$ cat src/rtl/stcpcr_pkg.sv
package stcpcr_pkg;
    localparam int STC_W = 42;
    localparam int BASE_W = 33;
    localparam int EXT_W = 9;
    localparam int TS_W = 36;
    localparam int PID_W = 13;
    localparam logic [EXT_W-1:0] EXT_MAX = 9'h12b;
    localparam logic [BASE_W-1:0] BASE_MAX = 33'h1ffffffff;
    localparam logic [PID_W-1:0] PID_NONE = 13'h1fff;
    localparam int CLK_HZ = 100000000;
    localparam int PCR_PERIOD_MS = 100;
    localparam int TS_GAP_MS = 700;
    localparam int PCR_PERIOD_CYC = CLK_HZ / 1000 * PCR_PERIOD_MS;
    localparam logic signed [STC_W:0] SLEW_LIMIT = 43'sh40;
    // timestamp field positions: 3-bit group top, then upper and lower 15
    localparam int TS_HI_LSB = 33;
    localparam int TS_MID_LSB = 17;
    localparam int TS_LO_LSB = 1;
    localparam int TS_M0 = 32;
    localparam int TS_M1 = 16;
    localparam int TS_M2 = 0;
endpackage

$ cat src/rtl/stcpcr_if.sv
`timescale 1ns/1ps
interface stcpcr_if;
    logic pcr_valid;
    logic [32:0] pcr_base;
    logic [8:0] pcr_ext;
    logic [12:0] pcr_pid;
    logic ts_valid;
    logic has_pts;
    logic has_dts;
    logic [35:0] pts_field;
    logic [35:0] dts_field;
    modport mux (output pcr_valid, pcr_base, pcr_ext, pcr_pid, ts_valid, has_pts, has_dts,
        pts_field, dts_field);
    modport dec (input pcr_valid, pcr_base, pcr_ext, pcr_pid, ts_valid, has_pts, has_dts,
        pts_field, dts_field);
endinterface

$ cat src/rtl/stcpcr_dec.sv
`timescale 1ns/1ps
module stcpcr_dec (
    input wire logic clk_in,
    input wire logic rst_in,
    // link
    stcpcr_if.dec link,
    // time and control
    output logic [41:0] stc_out,
    output logic locked_out,
    output logic signed [42:0] phase_err_out,
    output logic [1:0] freq_trim_out,
    // access unit release
    output logic decode_out,
    output logic present_out,
    output logic marker_err_out
);
    typedef struct packed {
        logic [32:0] base;
        logic [8:0] ext;
        logic locked;
        logic signed [42:0] err;
        logic [1:0] trim;
        logic pend_dec;
        logic pend_pres;
        logic [32:0] dts;
        logic [32:0] pts;
        logic dec_p;
        logic pres_p;
        logic merr;
    } stcpcr_dec_t;
    stcpcr_dec_t st, next_st;

    function automatic logic [32:0] ts_value(input logic [35:0] f);
        ts_value = {f[stcpcr_pkg::TS_HI_LSB +: 3], f[stcpcr_pkg::TS_MID_LSB +: 15],
            f[stcpcr_pkg::TS_LO_LSB +: 15]};
    endfunction

    function automatic logic ts_ok(input logic [35:0] f);
        ts_ok = f[stcpcr_pkg::TS_M0] & f[stcpcr_pkg::TS_M1] & f[stcpcr_pkg::TS_M2];
    endfunction

    // full count from base and extension
    function automatic logic [42:0] full_count(input logic [32:0] b, input logic [8:0] e);
        full_count = 43'(b) * 43'd300 + 43'(e);
    endfunction

    // modular difference, sign bit tells reached
    function automatic logic reached(input logic [32:0] now, input logic [32:0] ts);
        logic [32:0] d;
        d = now - ts;
        reached = ~d[32];
    endfunction

    logic signed [42:0] diff;

    always_comb begin
        next_st = st;
        next_st.dec_p = 1'b0;
        next_st.pres_p = 1'b0;
        next_st.merr = 1'b0;
        diff = '0;
        // one step per clock; modulo 300
        if (st.ext == stcpcr_pkg::EXT_MAX) begin
            next_st.ext = '0;
            next_st.base = st.base + 33'h1;
        end else begin
            next_st.ext = st.ext + 9'h1;
        end
        if (link.pcr_valid && link.pcr_pid != stcpcr_pkg::PID_NONE) begin
            diff = signed'(full_count(link.pcr_base, link.pcr_ext))
                - signed'(full_count(st.base, st.ext));
            next_st.err = diff;
            // large step or first reference: load phase directly
            if (!st.locked || diff > stcpcr_pkg::SLEW_LIMIT
                || diff < -stcpcr_pkg::SLEW_LIMIT) begin
                next_st.base = link.pcr_base;
                next_st.ext = link.pcr_ext;
                next_st.locked = 1'b1;
                next_st.trim = 2'h0;
            end else begin
                // small error only nudges the external oscillator
                next_st.trim = (diff > 0) ? 2'h1 : ((diff < 0) ? 2'h2 : 2'h0);
            end
        end
        if (link.pcr_valid && link.pcr_pid == stcpcr_pkg::PID_NONE) begin
            next_st.locked = 1'b0;
            next_st.trim = 2'h0;
        end
        if (st.pend_dec && reached(st.base, st.dts)) begin
            next_st.dec_p = 1'b1;
            next_st.pend_dec = 1'b0;
        end
        if (st.pend_pres && reached(st.base, st.pts)) begin
            next_st.pres_p = 1'b1;
            next_st.pend_pres = 1'b0;
        end
        // a new unit replaces any still pending one
        if (link.ts_valid && link.has_pts) begin
            next_st.merr = ~ts_ok(link.pts_field) | (link.has_dts & ~ts_ok(link.dts_field));
            next_st.pts = ts_value(link.pts_field);
            next_st.pend_pres = 1'b1;
            next_st.pend_dec = 1'b1;
            // fall back on presentation; same extractor
            next_st.dts = link.has_dts ? ts_value(link.dts_field) : ts_value(link.pts_field);
        end
        if (rst_in) begin
            next_st = '0;
        end
    end

    always_ff @(posedge clk_in) begin
        st <= next_st;
    end

    assign stc_out = {st.base, st.ext};
    assign locked_out = st.locked;
    assign phase_err_out = st.err;
    assign freq_trim_out = st.trim;
    assign decode_out = st.dec_p;
    assign present_out = st.pres_p;
    assign marker_err_out = st.merr;
endmodule // stcpcr_dec

$ cat src/flat_wrapper.sv
// flat-port wrapper written by rule: the top's interface ports become plain ports
module stcpcr_dec_flat 
  (clk_in, rst_in, stc_out, locked_out, phase_err_out, freq_trim_out, decode_out, present_out, marker_err_out, link_pcr_valid, link_pcr_base, link_pcr_ext, link_pcr_pid, link_ts_valid, link_has_pts, link_has_dts, link_pts_field, link_dts_field);
  stcpcr_if link_i ();
  input wire logic clk_in;
  input wire logic rst_in;
  output logic [41:0] stc_out;
  output logic locked_out;
  output logic signed [42:0] phase_err_out;
  output logic [1:0] freq_trim_out;
  output logic decode_out;
  output logic present_out;
  output logic marker_err_out;
  input wire logic [$bits(link_i.pcr_valid)-1:0] link_pcr_valid;
  input wire logic [$bits(link_i.pcr_base)-1:0] link_pcr_base;
  input wire logic [$bits(link_i.pcr_ext)-1:0] link_pcr_ext;
  input wire logic [$bits(link_i.pcr_pid)-1:0] link_pcr_pid;
  input wire logic [$bits(link_i.ts_valid)-1:0] link_ts_valid;
  input wire logic [$bits(link_i.has_pts)-1:0] link_has_pts;
  input wire logic [$bits(link_i.has_dts)-1:0] link_has_dts;
  input wire logic [$bits(link_i.pts_field)-1:0] link_pts_field;
  input wire logic [$bits(link_i.dts_field)-1:0] link_dts_field;
  assign link_i.pcr_valid = link_pcr_valid;
  assign link_i.pcr_base = link_pcr_base;
  assign link_i.pcr_ext = link_pcr_ext;
  assign link_i.pcr_pid = link_pcr_pid;
  assign link_i.ts_valid = link_ts_valid;
  assign link_i.has_pts = link_has_pts;
  assign link_i.has_dts = link_has_dts;
  assign link_i.pts_field = link_pts_field;
  assign link_i.dts_field = link_dts_field;
  stcpcr_dec u_core (.clk_in(clk_in), .rst_in(rst_in), .link(link_i), .stc_out(stc_out), .locked_out(locked_out), .phase_err_out(phase_err_out), .freq_trim_out(freq_trim_out), .decode_out(decode_out), .present_out(present_out), .marker_err_out(marker_err_out));
endmodule
$ cat config.mk
export PLATFORM = sky130hd
export DESIGN_NAME = stcpcr_dec_flat
export DESIGN_NICKNAME = d
export VERILOG_FILES = /design/src/rtl/stcpcr_pkg.sv /design/src/rtl/stcpcr_if.sv /design/src/rtl/stcpcr_dec.sv /design/src/flat_wrapper.sv
export SDC_FILE = /design/constraint.sdc
export NUM_CORES = 1
export LEC_CHECK = 0
export BUFFER_PORTS_ARGS = -buffer_cell sky130_fd_sc_hd__buf_2
export CORE_MARGIN = 3
export CORE_UTILIZATION = 60
export DETAILED_ROUTE_END_ITERATION = 10
export GPL_ROUTABILITY_DRIVEN = 0
export PLACE_DENSITY = 0.91
export SLEW_MARGIN = 15
export SYNTH_ARGS = -nofsm -noshare
export SYNTH_HDL_FRONTEND = slang
export SYNTH_SLANG_ARGS = --single-unit
export TNS_END_PERCENT = 50
$ cat constraint.sdc
create_clock -name clk_in -period 11.1 [get_ports clk_in]
set_clock_uncertainty 0.1 [all_clocks]
set_input_delay 2.22 -clock clk_in [delete_from_list [all_inputs] [get_ports clk_in]]
set_output_delay 2.22 -clock clk_in [all_outputs]
set_load 0.02 [all_outputs]
==> impl_metrics.csv <==
group,metric,value,unit
status,outcome,"finished, final reports clean",
clock_tree,cts.sink_count,159,
place,hpwlAfterDp,46020,µm
drt,vias,19500,
global_routing,antenna_found_initial,7,
synthesis,avgSynthCellArea,8.056,µm²
drt,drc_errors,0,
global_routing,grt_pass1_wl,92250,µm
synthesis,synth-seq-cells,159,
global_routing,grt_use_total,28.76,%
drt,via_per_inst,5.943,
drt,wirelength,57320,µm
clock_tree,clk_latency,460,ps
drt,first_pass_iters,8,
cells_and_area,final_common_cell,"inv_1",
floorplan,initial_core_util,61.19,%
synthesis,synth_seq_area_share,14.55,%
place,dpl_worst_slack,-47.04,ps
synthesis,post_synth_num_cell_types,80,
clock_tree,cts_made_buffers,17,
critical_path,crit_end,"u_core.stc_out[8]",
critical_path,r2r-start,"u_core.stc_out[16]",
clock_tree,cts.htree.levels,4,
critical_path,r2r_end,"u_core.stc_out[8]",
critical_path,r2r_cells,32,
critical_path,slowest_stage,"fa_1",
clock_tree,path_clk_slew,70,ps
floorplan,die_x,196.9,µm
clock_tree,clk_path_buf_depth,2,
critical_path,cpMostUsedCell,"ha_1",
critical_path,worst_setup_path_end_kind,"register",
floorplan,fp-row-count,69,
critical_path,r2r_setup_slack,1170,ps
cells_and_area,layout-area-overhead-vs-synth,6.831,%
clock_tree,cts-root-buf,"clkbuf_16",
timing,setup_violations,0,
cells_and_area,post-route-util,65.37,%
timing,hold_viol,0,
run,max_cap_violations,0,
cells_and_area,most-common-layout-cells,"inv_1, ha_1, buf_2, nand2_1, a21oi_1",
global_routing,grt_overflow,0,
synthesis,synth_ff_type,"dfxtp_1",
critical_path,cp_max_fo,41,
synthesis,syn_inst,2715,
floorplan,io_pins,224,
hold_path,hp-start,"u_core.phase_err_out[37]",
timing,fmax,0.09320,GHz
synthesis,synth-async-reset-ratio,0,%
critical_path,crit_path_start_kind,"input port",
clock_tree,postCtsSetupBuffers,0,
floorplan,dieArea,0.03878,mm²
drt,ant_nets,0,
cells_and_area,drive_above_1_share,10.93,%
floorplan,fp.dieH,196.9,µm
synthesis,synth_edf_count,0,
critical_path,crit_type,"in -> reg",
drt,wl_per_cell,17.47,µm
timing,worst_slew_pin_slew,980.0,ps
synthesis,syn_area,0.02187,mm²
critical_path,cp_slowest_stage_delay,550,ps
place,io_buffers,223,
timing,fin_crit_sh,96.66,%
synthesis,yosysWarningCount,0,
synthesis,syn-num-nets,3372,
critical_path,setup.worst_path.start,"link_pcr_base[5]",
timing,layout_min_cycle_time,10730,ps
timing,slew_headroom,34.53,%
cells_and_area,nNetsFinal,3461,
hold_path,hold_path.class,"reg -> reg",
critical_path,worstPathArrival,11000,ps
floorplan,coreArea,0.03574,mm²
cells_and_area,fill_cells,2796,
clock_tree,cts_tree,"done",
global_routing,grt_pass1_vias,19450,
timing,whs,355.2,ps
drt,drt_iter0_markers,1546,
timing,finalMaxSlewViolations,0,
timing,fin_ws,370.9,ps
global_routing,grt_max_degree,101,
critical_path,crit_required,11370,ps
## metrics by stage
step | setup TNS, ps | cells | instance area [µm²]
2_1_floorplan | 0 | 2715 | 21870
3_3_place_gp | 0 | 3246 | 22720
3_5_place_dp | -60.84 | 3246 | 22720
4_1_cts | 0 | 3278 | 23320
5_1_grt | -0.2114 | 3280 | 23360
6_report | 0 | 3281 | 23360
## cell usage after synthesis, types with 21 or more instances
cell type  number  area (µm²)
a211oi_1       83       623.1
a21o_1         78       585.6
a21oi_1       195       975.9
and3_1         26       162.7
buf_4          91       683.2
clkbuf_1       60       225.2
dfxtp_1       159        3183
fa_1          129        2582
ha_1          395        4942
inv_1         474        1779
mux2i_1        46       460.4
nand2_1       195       732.0
nand2b_1       29       181.4
nand3_1        39       195.2
nand4_1        39       244.0
nor2_1        190       713.2
nor2b_1        21       131.4
nor3_1         32       160.2
o21ai_0        65       325.3
xnor2_1        91       797.0
xor2_1         41       359.1
## worst max-delay path: cells and delay by family
| family | cells | cell delay [ps] |
|---|---|---|
| simple gates | 8 | 1570 |
| xor+xnor | 1 | 140 |
| buf+inv | 5 | 490 |
| compound gates | 14 | 3520 |
| fa+ha+maj | 8 | 3010 |
## worst min-delay path by stage
stage,to,slack (ps),depth (start not counted)
6_report,u_core.phase_err_out[37],360,2
5_1_grt,u_core.st[13],380,2
4_1_cts,u_core.st[25],360,2
3_5_place_dp,u_core.phase_err_out[27],350,2
3_3_place_gp,u_core.phase_err_out[2],340,2
2_1_floorplan,u_core.st[10],340,2
## repair_timing
item                                    CTS  global route
hold buffers                              0             0
endpoints found under the setup margin    0            26
gates resized for setup                   0             9
## layout make-up
type	count	area (µm²)	area share, %
tap	461	576.8	2.469
timing repair buffer	236	1241	5.312
antenna	3	7.507	0.03213
clock inverter	13	148.9	0.6373
clock buffer	19	452.9	1.939
sequential	159	3183	13.62
multi-input combinational	1916	15980	68.37
inverter	474	1779	7.615
## cell families (layout without fill, tap and decap cells)
family,Yosys count,after routing,share of synthesized area (%)
mux,50,50,2.311
xor+xnor,132,132,5.286
fa+ha+maj,524,524,34.41
flops,159,159,14.55
compound gates,565,565,16.80
simple gates,645,645,13.99
buf+inv,640,742,12.65
other cells,0,3,0
## metal layers
layer	GRT usage, %	vias to the layer above	share of wire [%]
met5	0	-	0.10
met4	10.72	8	3.4
met3	5.641	187	7.2
met2	50.74	842	49
met1	34.84	9220	41
li1	-	9242	-
## flip-flops by register name (all words and copies together), names as in the netlist
register	count
u_core.freq_trim_out	2
u_core.marker_err_out	1
u_core.stc_out	42
u_core.locked_out	1
u_core.decode_out	1
u_core.phase_err_out	43
u_core.present_out	1
u_core.st	68
Power is left out: the tool's default activity adds up to more than one toggle a clock period on the data nets, which glitch-free logic cannot reach.
